--- config.mk ---
export PLATFORM = sky130hd
export DESIGN_NAME = hsp_strap_pins
export DESIGN_NICKNAME = d
export VERILOG_FILES = /design/src/shared/hsp_pkg.sv /design/src/core/hsp_strap_pins.sv /design/src/core/hsp_sync.sv
export SDC_FILE = /design/constraint.sdc
export NUM_CORES = 1
export LEC_CHECK = 0
export BUFFER_PORTS_ARGS = -buffer_cell sky130_fd_sc_hd__buf_4
export CORE_MARGIN = 10
export CORE_UTILIZATION = 30
export CTS_BUF_LIST = sky130_fd_sc_hd__clkbuf_4 sky130_fd_sc_hd__clkbuf_8
export CTS_CLUSTER_SIZE = 12
export DETAILED_ROUTE_END_ITERATION = 10
export MAX_ROUTING_LAYER = met4
export PLACE_DENSITY = 0.61
export SLEW_MARGIN = 40
export SYNTH_ARGS = -nofsm -noshare
export SYNTH_HDL_FRONTEND = slang
export SYNTH_SLANG_ARGS = --single-unit
export TNS_END_PERCENT = 30
--- constraint.sdc ---
create_clock -name i_mclk -period 1.7 [get_ports i_mclk]
set_input_delay 0.34 -clock i_mclk [delete_from_list [all_inputs] [get_ports i_mclk]]
set_output_delay 0.34 -clock i_mclk [all_outputs]
set_load 0.01 [all_outputs]
--- src/shared/hsp_pkg.sv ---
// package for the hub strap and status pin block
package hsp_pkg;
  localparam int NUM_PORTS = 4;
  localparam int SYNC_STAGES = 2;
  localparam logic MODE_I2C = 1'b1;
  localparam logic MODE_SMBUS = 1'b0;
  localparam logic POL_ACTIVE_HIGH = 1'b1;
  localparam logic OC_ASSERTED = 1'b0;
  localparam int ADDR_BIT1_POS = 1;
  localparam logic [NUM_PORTS-1:0] PORTS_OFF = 4'h0;

  typedef struct packed {
    logic                 serial_mode;      // 1 i2c, 0 smbus
    logic                 pwr_sw_disable;   // 1 power switching off
    logic                 pwr_pol_high;     // 1 active high
    logic                 ganged;           // 1 ganged control
    logic [NUM_PORTS-1:0] charging_en;      // per-port charging support
  } hsp_straps_t;

  localparam hsp_straps_t STRAPS_RESET = '{
    serial_mode:    1'b1,
    pwr_sw_disable: 1'b0,
    pwr_pol_high:   1'b1,
    ganged:         1'b0,
    charging_en:    4'h0
  };

  typedef enum logic [1:0] {
    ST_RESET  = 2'b00,
    ST_SAMPLE = 2'b01,
    ST_RUN    = 2'b11
  } hsp_state_t;
endpackage : hsp_pkg

--- src/core/hsp_strap_pins.sv ---
// strap capture, serial pin steering and status pin muxing
//
// Summary of operation
// - A low port 4 over-current pin means an over-current event, high none.
// - The serial mode strap is sampled at reset release, 1 i2c, 0 smbus.
// - In i2c mode the block drives serial clock and data as eeprom master.
// - In smbus mode the block is a target and the host drives the clock.
// - After reset, if enabled, the mode pin shows upstream ss suspend.
// - The power management strap is sampled, 0 enables power switching.
// - In smbus mode target address bit 1 comes from the power strap.
// - After reset, if enabled, the power strap pin shows ss connection.
// - The polarity strap sets power control outputs low or high active.
// - Under power management four per-port outputs control port power.
// - Each power control pin is sampled as that port's charging strap.
// - The ganged strap selects individual (0) or ganged (1) control.
`timescale 1ns/1ns
module hsp_strap_pins
  import hsp_pkg::*;
(
  input  wire logic                 i_mclk,             // 100 MHz clock
  input  wire logic                 i_srst,             // sync reset, high
  // strap / status pins
  input  wire logic                 i_serial_mode_select_n, // mode pin in
  output logic                      o_serial_mode_select_n, // mode pin out
  output logic                      o_serial_mode_select_oe, // drive en
  input  wire logic                 i_power_switching_disable_n, // pin in
  output logic                      o_power_switching_disable_n, // pin out
  output logic                      o_power_switching_disable_oe, // en
  input  wire logic                 i_power_control_polarity, // strap pin
  input  wire logic                 i_ganged_strap,     // ganged strap pin
  // port power control / charging strap pins
  input  wire logic [hsp_pkg::NUM_PORTS-1:0] i_port_power_control, // in
  output logic [hsp_pkg::NUM_PORTS-1:0] o_port_power_control, // out
  output logic [hsp_pkg::NUM_PORTS-1:0] o_port_power_control_oe, // en
  input  wire logic                 i_port4_overcurrent_n, // oc pin, low
  // serial pins, open drain
  input  wire logic                 i_scl,              // clock pin level
  output logic                      o_scl,              // clock drive value
  output logic                      o_scl_oe,           // pull clock low
  input  wire logic                 i_sda,              // data pin level
  output logic                      o_sda,              // data drive value
  output logic                      o_sda_oe,           // pull data low
  // internal side
  input  wire logic                 i_ctl_scl_low,      // controller pulls scl
  input  wire logic                 i_ctl_sda_low,      // controller pulls sda
  input  wire logic                 i_tgt_sda_low,      // target pulls sda
  output logic                      o_scl_sync,         // synced scl level
  output logic                      o_sda_sync,         // synced sda level
  input  wire logic [hsp_pkg::NUM_PORTS-1:0] i_port_power_on, // power req
  input  wire logic                 i_ss_suspend,       // upstream suspended
  input  wire logic                 i_ss_connected,     // upstream ss link
  input  wire logic                 i_ss_suspend_out_en, // feature bit
  input  wire logic                 i_ss_connect_out_en, // feature bit
  output hsp_pkg::hsp_straps_t      o_straps,           // latched straps
  output logic                      o_i2c_mode,         // i2c controller
  output logic                      o_smbus_mode,       // smbus target
  output logic                      o_target_address_bit1, // smbus addr
  output logic                      o_power_switch_en,  // switching on
  output logic                      o_port4_overcurrent, // oc event, high
  output logic                      o_straps_valid      // straps latched
);
  import hsp_pkg::*;

  localparam int NSYNC = 2 * NUM_PORTS + 7;

  logic [NSYNC-1:0] pins_raw;
  logic [NSYNC-1:0] pins_s;
  logic             s_mode;
  logic             s_pwr;
  logic             s_pol;
  logic             s_gang;
  logic             s_oc4;
  logic             s_scl;
  logic             s_sda;
  logic [NUM_PORTS-1:0] s_ppc;

  assign pins_raw = {i_port_power_control, i_serial_mode_select_n,
                     i_power_switching_disable_n, i_power_control_polarity,
                     i_ganged_strap, i_port4_overcurrent_n, i_scl, i_sda,
                     {NUM_PORTS{1'b0}}};

  hsp_sync #(.W(NSYNC)) u_sync (
    .i_mclk (i_mclk),
    .i_srst (i_srst),
    .i_pin  (pins_raw),
    .o_sync (pins_s)
  );

  assign s_ppc  = pins_s[NSYNC-1 -: NUM_PORTS];
  assign s_mode = pins_s[NUM_PORTS+6];
  assign s_pwr  = pins_s[NUM_PORTS+5];
  assign s_pol  = pins_s[NUM_PORTS+4];
  assign s_gang = pins_s[NUM_PORTS+3];
  assign s_oc4  = pins_s[NUM_PORTS+2];
  assign s_scl  = pins_s[NUM_PORTS+1];
  assign s_sda  = pins_s[NUM_PORTS];

  // wait out the synchroniser before sampling, so straps are the
  // levels present at release, not the reset value of the flops
  logic [1:0]  wait_q;
  logic [1:0]  wait_d;
  hsp_state_t  state_q;
  hsp_state_t  state_d;
  hsp_straps_t straps_q;
  hsp_straps_t straps_d;

  always_comb begin
    state_d  = state_q;
    wait_d   = wait_q;
    straps_d = straps_q;
    unique case (state_q)
      ST_RESET: begin
        wait_d = wait_q + 2'(1);
        if (wait_q == 2'(SYNC_STAGES - 1)) begin
          state_d = ST_SAMPLE;
        end
      end
      ST_SAMPLE: begin
        straps_d.serial_mode    = s_mode;
        straps_d.pwr_sw_disable = s_pwr;
        straps_d.pwr_pol_high   = s_pol;
        straps_d.ganged         = s_gang;
        straps_d.charging_en    = s_ppc;
        state_d                 = ST_RUN;
      end
      ST_RUN: begin
        state_d = ST_RUN;
      end
      default: begin
        state_d = ST_RESET;
      end
    endcase
  end

  always_ff @(posedge i_mclk) begin
    if (i_srst) begin
      state_q  <= ST_RESET;
      wait_q   <= 2'h0;
      straps_q <= STRAPS_RESET;
    end else begin
      state_q  <= state_d;
      wait_q   <= wait_d;
      straps_q <= straps_d;
    end
  end

  logic running;
  logic i2c_mode;
  logic pwr_en;
  assign running  = (state_q == ST_RUN);
  assign i2c_mode = (straps_q.serial_mode == MODE_I2C);
  assign pwr_en   = running && !straps_q.pwr_sw_disable;

  // output register group: data outputs come from flops
  logic [NUM_PORTS-1:0] ppc_d;
  logic [NUM_PORTS-1:0] ppc_q;
  logic                 mode_pin_d;
  logic                 mode_pin_q;
  logic                 pwr_pin_d;
  logic                 pwr_pin_q;
  logic                 oc4_d;
  logic                 oc4_q;
  logic                 ppc_oe_d;
  logic                 ppc_oe_q;

  always_comb begin
    logic [NUM_PORTS-1:0] on;
    on = PORTS_OFF;
    if (pwr_en) begin
      // ganged: any requested port powers all of them
      on = straps_q.ganged ? {NUM_PORTS{|i_port_power_on}}
                           : i_port_power_on;
    end
    ppc_d = straps_q.pwr_pol_high ? on : ~on;
    mode_pin_d = i_ss_suspend;
    pwr_pin_d  = i_ss_connected;
    // over-current inputs ignored when switching is disabled
    oc4_d = pwr_en && (s_oc4 == OC_ASSERTED);
    // enable one edge late, once ppc_q holds the latched polarity
    ppc_oe_d = pwr_en;
  end

  always_ff @(posedge i_mclk) begin
    if (i_srst) begin
      ppc_q      <= PORTS_OFF;
      mode_pin_q <= 1'b0;
      pwr_pin_q  <= 1'b0;
      oc4_q      <= 1'b0;
      ppc_oe_q   <= 1'b0;
    end else begin
      ppc_q      <= ppc_d;
      mode_pin_q <= mode_pin_d;
      pwr_pin_q  <= pwr_pin_d;
      oc4_q      <= oc4_d;
      ppc_oe_q   <= ppc_oe_d;
    end
  end

  // power control pins are charging straps until sampled, so hold off
  assign o_port_power_control    = ppc_q;
  // driving at the latch edge would show the reset-polarity level,
  // which turns every port on for a cycle when active low
  assign o_port_power_control_oe = {NUM_PORTS{ppc_oe_q}};
  assign o_serial_mode_select_n  = mode_pin_q;
  assign o_serial_mode_select_oe = running && i_ss_suspend_out_en;
  assign o_power_switching_disable_n  = pwr_pin_q;
  assign o_power_switching_disable_oe = running && i_ss_connect_out_en;

  // open drain: drive low only; smbus host owns scl
  assign o_scl    = 1'b0;
  assign o_sda    = 1'b0;
  assign o_scl_oe = running && i2c_mode && i_ctl_scl_low;
  assign o_sda_oe = running && (i2c_mode ? i_ctl_sda_low
                                         : i_tgt_sda_low);
  assign o_scl_sync = s_scl;
  assign o_sda_sync = s_sda;

  assign o_straps              = straps_q;
  assign o_i2c_mode            = running && i2c_mode;
  assign o_smbus_mode          = running && !i2c_mode;
  // address bit follows the latched strap, not the later status output
  assign o_target_address_bit1 = straps_q.pwr_sw_disable;
  assign o_power_switch_en     = pwr_en;
  assign o_port4_overcurrent   = oc4_q;
  assign o_straps_valid        = running;
endmodule : hsp_strap_pins

--- src/core/hsp_sync.sv ---
// two flip-flop synchroniser for a vector of pin inputs
`timescale 1ns/1ns
module hsp_sync #(
  parameter int W = 1
) (
  input  wire logic         i_mclk,  // hub clock
  input  wire logic         i_srst,  // sync reset, high
  input  wire logic [W-1:0] i_pin,   // async pin levels
  output logic      [W-1:0] o_sync   // synchronised levels
);
  logic [W-1:0] meta_q;
  logic [W-1:0] meta_d;
  logic [W-1:0] sync_q;
  logic [W-1:0] sync_d;

  always_comb begin
    meta_d = i_pin;
    sync_d = meta_q;
  end

  // reset value only; pins are re-captured two edges later anyway
  always_ff @(posedge i_mclk) begin
    if (i_srst) begin
      meta_q <= '0;
      sync_q <= '0;
    end else begin
      meta_q <= meta_d;
      sync_q <= sync_d;
    end
  end

  assign o_sync = sync_q;
endmodule : hsp_sync

==> results.yml, run 1 <==
timing:
  setup_viol_count_final: 0
  finalCriticalPeriod_ps: 1568
  min_period_over_period_pct: 92.22
  slew_violations: 0
  skew_ps: 4.766
  hold_viol_final: 0
  fin_tns_setup_ps: 0
  fmax_ghz: 0.6378
  rsz0062_at_grt: "no"
yosys:
  netlist_top_cells_count: "dfxtp_1, nor2b_1, nand2_1, nor2_1, buf_4"
  async_flop_share_pct: 0
  synth.distinct_cells: 25
  yosys_warnings: 0
  netlist_area_um2: 1483
  yosysTopAreaCell: "dfxtp_1"
  synth_edf_count: 0
  yosysMostFrequentCell: "dfxtp_1"
  synthCells: 147
  synth.area.top_cells: "dfxtp_1, nor2b_1, buf_4"
  synth_flop_cell: "dfxtp_1"
  ys_seq_elements: 42
  syn_area_per_cell_um2: 10.09
  seq_area_frac_synth_pct: 56.71
  yosysTopAreaCellShare_pct: 56.71
final_layout:
  fillers: 488
  area_growth_pct: 33.16
  multiInputGateArea_um2: 538.0
  diodes: 0
  final_nets: 218
  drive_gt1_share_pct: 35.57
  final-seq-area_um2: 840.8
setup_path:
  crit_type: "flip-flop to output port"
  timing.critical_path.buf_inv: 1
  cp_slowest_cell: "dfxtp_1"
  max_stage_delay_ps: 490
  crit_chain: "and3_1, and2_1, buf_4"
  worstSetupStartpointType: "flip-flop"
  worstPathArrival_ps: 1230
  path_max_fanout: 9
  cp_top_family: "flip-flops"
  cp-end-kind: "output port"
  worstPathRequired_ps: 1360
cts:
  hold_buffers: 0
  cts_root_buffer: "clkbuf_8"
  ctsResizeCount: 0
  cts_setup_buffers: 0
  cts_tree: "built"
  cts.sinks: 42
  cts_max_level: 2
  clk_latency_ps: 290
  path_clk_slew_ps: 80
  cts_buffers: 5
  clockBufferDepth: 2
global_routing:
  grt_max_degree: 41
  grt-ovfl-total: 0
  grt.total_usage_pct: 7.676
  grt_pass1_vias: 1029
  grt_pass1_wl_um: 5037
  antenna_found_initial: 0
job:
  cap_violations: 0
drt:
  routed_wl_um: 3005
  num_vias: 1029
  antenna_left: 0
  dr.pass1.iters: 4
  viasPerCell: 3.943
  routedWlPerCell_um: 11.51
  drt_first_iter_violations: 31
  drc: 0
power:
  finalPower_mw: 2.246
  p_leak_nw: 0.8803
  vdd_drop_max_mv: 0.4086
  p_per_area_nw_per_um2: 1138
outcome:
  status: "completed"
hold_path:
  hold_path_class: "input port to flip-flop"
floorplan:
  start_util_pct: 31.18
  core_area_um2: 4755
  fp-row-count: 25
  die_w_um: 90.30
  ios: 56
  die_h_um: 90.30
  die_area_um2: 8154
place:
  place.gp.congestion: 0.6818
  dpl.hpwl_um: 2161
  portBuffers: 53
==> area by class of cell <==
cell class,instances,share of cell area [%]
repair buffers,54,20.53
clock buffers,6,4.183
inverters,3,0.5703
clock inverters,2,0.6337
well taps,67,4.246
flip-flops and latches,42,42.59
multi-input cells,87,27.25
==> worst paths after layout <==
check        slack [ps]                   startpoint                                 end  cells past startpoint
max reg2reg         450      state_q[0]$_SDFFE_PP0P_  o_port_power_control[3]$_SDFF_PP0_                      3
max                 130      state_q[0]$_SDFFE_PP0P_                            o_scl_oe                      3
min                 260      i_port_power_control[1]        u_sync.meta_q[12]$_SDFF_PP0_                      2
min reg2reg         400  u_sync.o_sync[6]$_SDFF_PP0_      o_port4_overcurrent$_SDFF_PP0_                      1
==> stage by stage <==
stage / std cells / utilization (%) / hold slack, ps / cell area [um2] / setup slack [ps]
floorplan: 148 / - / 375.2 / 1486 / 505.2
global placement: 253 / 39.53 / 386.0 / 1879 / 452.0
detailed placement: 253 / 39.53 / 388.9 / 1879 / 430.3
CTS: 261 / 41.53 / 246.3 / 1974 / 108.5
global route: 261 / 41.53 / 241.5 / 1974 / 52.22
finish: 261 / 41.53 / 258.2 / 1974 / 132.2
==> cells by family after synthesis <==
logic type | share of synthesized area [%]
AOI/OAI and AO/OA | 2.869
and+or+nand+nor | 28.10
DFF | 56.71
muxes | 3.376
other | 0.2529
xor gates and xnor gates | 0.5908
buffers and inverters | 7.257
adders and majority gates | 0.8437
==> sequential cells by signal (all words and copies together) (netlist names) <==
signal	count
u_sync.meta_q	11
u_sync.o_sync	11
o_straps	6
o_port_power_control	4
state_q	2
wait_q	2
i2c_mode	1
o_port4_overcurrent	1
o_power_switching_disable_n	1
o_serial_mode_select_n	1
o_target_address_bit1	1
ppc_oe_q	1
==> worst reg2reg max path, stage by stage (launching register included) <==
cell     delay [ps]
dfxtp_1         490
nand2_4         160
nor4_2          320
mux2i_1         210
==> metal layers <==
metal  track usage [%]  up-vias  share of wire, %
met1             8.933      438                48
met3             3.658        6               7.2
met4             3.183        0               1.7
li1                  -      546                 -
met5                 -        -                 0
met2             11.08       39                43
==> report_power, final <==
| group | switching [mW] | internal (mW) | total, mW | leakage (nW) |
|---|---|---|---|---|
| combinational | 0.209 | 0.216 | 0.426 | 0.488 |
| sequential | 0.0813 | 1.09 | 1.17 | 0.346 |
| clock | 0.328 | 0.326 | 0.654 | 0.0472 |
| total | 0.619 | 1.63 | 2.25 | 0.880 |
==> layout by cell type (no fill, tap or decap), drive strengths merged <==
master and count:
clkinvlp 1, conb 2, nand3b 2, nor2 11, nand2 17, nor3 1
clkinv 1, a21oi 7, nand2b 2, clkbuf 6, nor4 6, and3 3
nor2b 26, and2 1, inv 3, mux2i 5, ha 1, xnor2 1
or2 1, dfxtp 42, buf 54, a211oi 1
Note: power is estimated with default switching activity, not from simulation.
==> run 2: changes to the inputs <==
--- a/config.mk
+++ b/config.mk
@@ -6,13 +6,11 @@
 export NUM_CORES = 1
 export LEC_CHECK = 0
 export BUFFER_PORTS_ARGS = -buffer_cell sky130_fd_sc_hd__buf_4
-export CORE_MARGIN = 10
 export CORE_UTILIZATION = 30
 export CTS_BUF_LIST = sky130_fd_sc_hd__clkbuf_4 sky130_fd_sc_hd__clkbuf_8
 export CTS_CLUSTER_SIZE = 12
 export DETAILED_ROUTE_END_ITERATION = 10
 export MAX_ROUTING_LAYER = met4
-export PLACE_DENSITY = 0.61
 export SLEW_MARGIN = 40
 export SYNTH_ARGS = -nofsm -noshare
 export SYNTH_HDL_FRONTEND = slang
==> run 2 against run 1 <==
- wire length decreased by 19%
- register-to-register slack hardly changed
- first-iteration DRC count up 55%
- setup slack better by 3.0 ps
- cell area grew 2.4%
- combinational power shrank 2%
- global-route usage rose by 2.6 points
- via count about the same
- clock skew is 2.9 ps higher
- critical path type unchanged
- largest power group unchanged
==> results.yml, run 2 (synthesis results as in run 1) <==
timing:
  fin_tns_setup_ps: 0
  setup_viol_count_final: 0
  rsz0062_at_grt: "no"
  fmax_ghz: 0.6391
  min_period_over_period_pct: 92.04
  skew_ps: 7.644
  finalCriticalPeriod_ps: 1565
  hold_viol_final: 0
  slew_violations: 0
final_layout:
  final_common_cell: "buf_4"
  drive_gt1_share_pct: 35.57
  final-seq-area_um2: 840.8
  fillers: 504
  final_cell_mix: "buf_4, dfxtp_1, nor2b_1"
  multiInputGateArea_um2: 538.0
  diodes: 0
  area_growth_pct: 36.37
  final_nets: 218
  design_area_um2: 2022
global_routing:
  grt_busiest_layer: "met2"
  grtUsageMet2_pct: 15.26
  grt-ovfl-total: 0
  grt_pass1_wl_um: 3898
  grt.total_usage_pct: 10.29
  grtUsageMet3_pct: 3.889
  use_met1_pct: 11.62
  antenna_found_initial: 0
  grt_max_degree: 41
  grt_pass1_vias: 882
floorplan:
  die_h_um: 72.30
  die_w_um: 72.30
  fp-row-count: 25
  die_area_um2: 5227
  start_util_pct: 31.18
  ios: 56
  core_area_um2: 4755
setup_path:
  crit_type: "flip-flop to output port"
  worstPathRequired_ps: 1360
  path_max_fanout: 9
  worstSetupStartpointType: "flip-flop"
  cp-end-kind: "output port"
  worstPathArrival_ps: 1220
cts:
  cts_buffers: 5
  ctsResizeCount: 0
  cts.sinks: 42
  clockBufferDepth: 2
  cts_max_level: 2
  cts_setup_buffers: 0
  hold_buffers: 0
  clk_latency_ps: 290
  path_clk_slew_ps: 80
  cts_tree: "built"
  cts_root_buffer: "clkbuf_8"
place:
  place.gp.congestion: 0.7122
  portBuffers: 53
  dpl.hpwl_um: 1650
  post_dp_cell_area_um2: 1879
outcome:
  status: "completed"
drt:
  routed_wl_um: 2442
  num_vias: 1028
  antenna_left: 0
  drc: 0
  dr.pass1.iters: 3
  routedWlPerCell_um: 9.356
  viasPerCell: 3.939
  drt_first_iter_violations: 48
job:
  cap_violations: 0
power:
  p_leak_nw: 0.9045
  vdd_drop_max_mv: 0.4072
  p_per_area_nw_per_um2: 1253
hold_path:
  hold_path_class: "input port to flip-flop"
==> run 2: cell count changes in the layout (fill, tap and decap cells not counted) <==
| cell | previous run | this run |
|---|---|---|
| bufinv_16 | 0 | 2 |
| clkinvlp_4 | 1 | 0 |
| clkinv_2 | 1 | 0 |
==> run 2: path summary, 6_finish.rpt <==
check,depth (start not counted),slack [ps],endpoint,startpoint
setup / recovery,3,140,o_scl_oe,state_q[0]$_SDFFE_PP0P_
hold / removal,2,250,u_sync.meta_q[5]$_SDFF_PP0_,i_scl
setup reg to reg,3,460,o_port_power_control[3]$_SDFF_PP0_,state_q[0]$_SDFFE_PP0P_
hold reg to reg,1,390,o_port4_overcurrent$_SDFF_PP0_,u_sync.o_sync[6]$_SDFF_PP0_
==> run 2: metal layers <==
metal  share of wire, %  wire (um)  vias up
met4                2.7         66        0
met5                  0          0        -
li1                   -          -      547
met2                 44       1074       42
met3                7.8        190        5
met1                 45       1110      434
==> run 2: area by class of cell <==
type / count / area share [%]
flip-flops and latches: 42 / 41.58
multi-input cells: 87 / 26.61
repair buffers: 54 / 20.05
well taps: 67 / 4.146
clock buffers: 6 / 4.084
clock inverters: 2 / 2.970
inverters: 3 / 0.5569
==> run 2: critical path, cell delays in order, from the launching register on <==
cell and delay [ps]:
dfxtp_1 490, and3_1 210, and2_1 130, buf_4 110
==> run 2: power by group <==
| group | total [mW] | internal, mW | switching [mW] | leakage [nW] |
|---|---|---|---|---|
| Sequential | 1.16 | 1.09 | 0.0792 | 0.346 |
| Combinational | 0.416 | 0.215 | 0.201 | 0.488 |
| Clock | 0.953 | 0.626 | 0.327 | 0.0714 |
==> run 2: metrics by stage <==
step	hold slack (ps)	instances	worst slack [ps]	util, %	power [mW]
global placement	385.2	253	452.1	39.53	1.608
global route	245.6	261	33.53	42.53	2.670
detailed placement	383.2	253	431.3	39.53	1.613
CTS	243.0	261	111.6	42.53	2.579
floorplan	375.2	148	505.2	-	1.456
finish	253.6	261	135.2	42.53	2.534
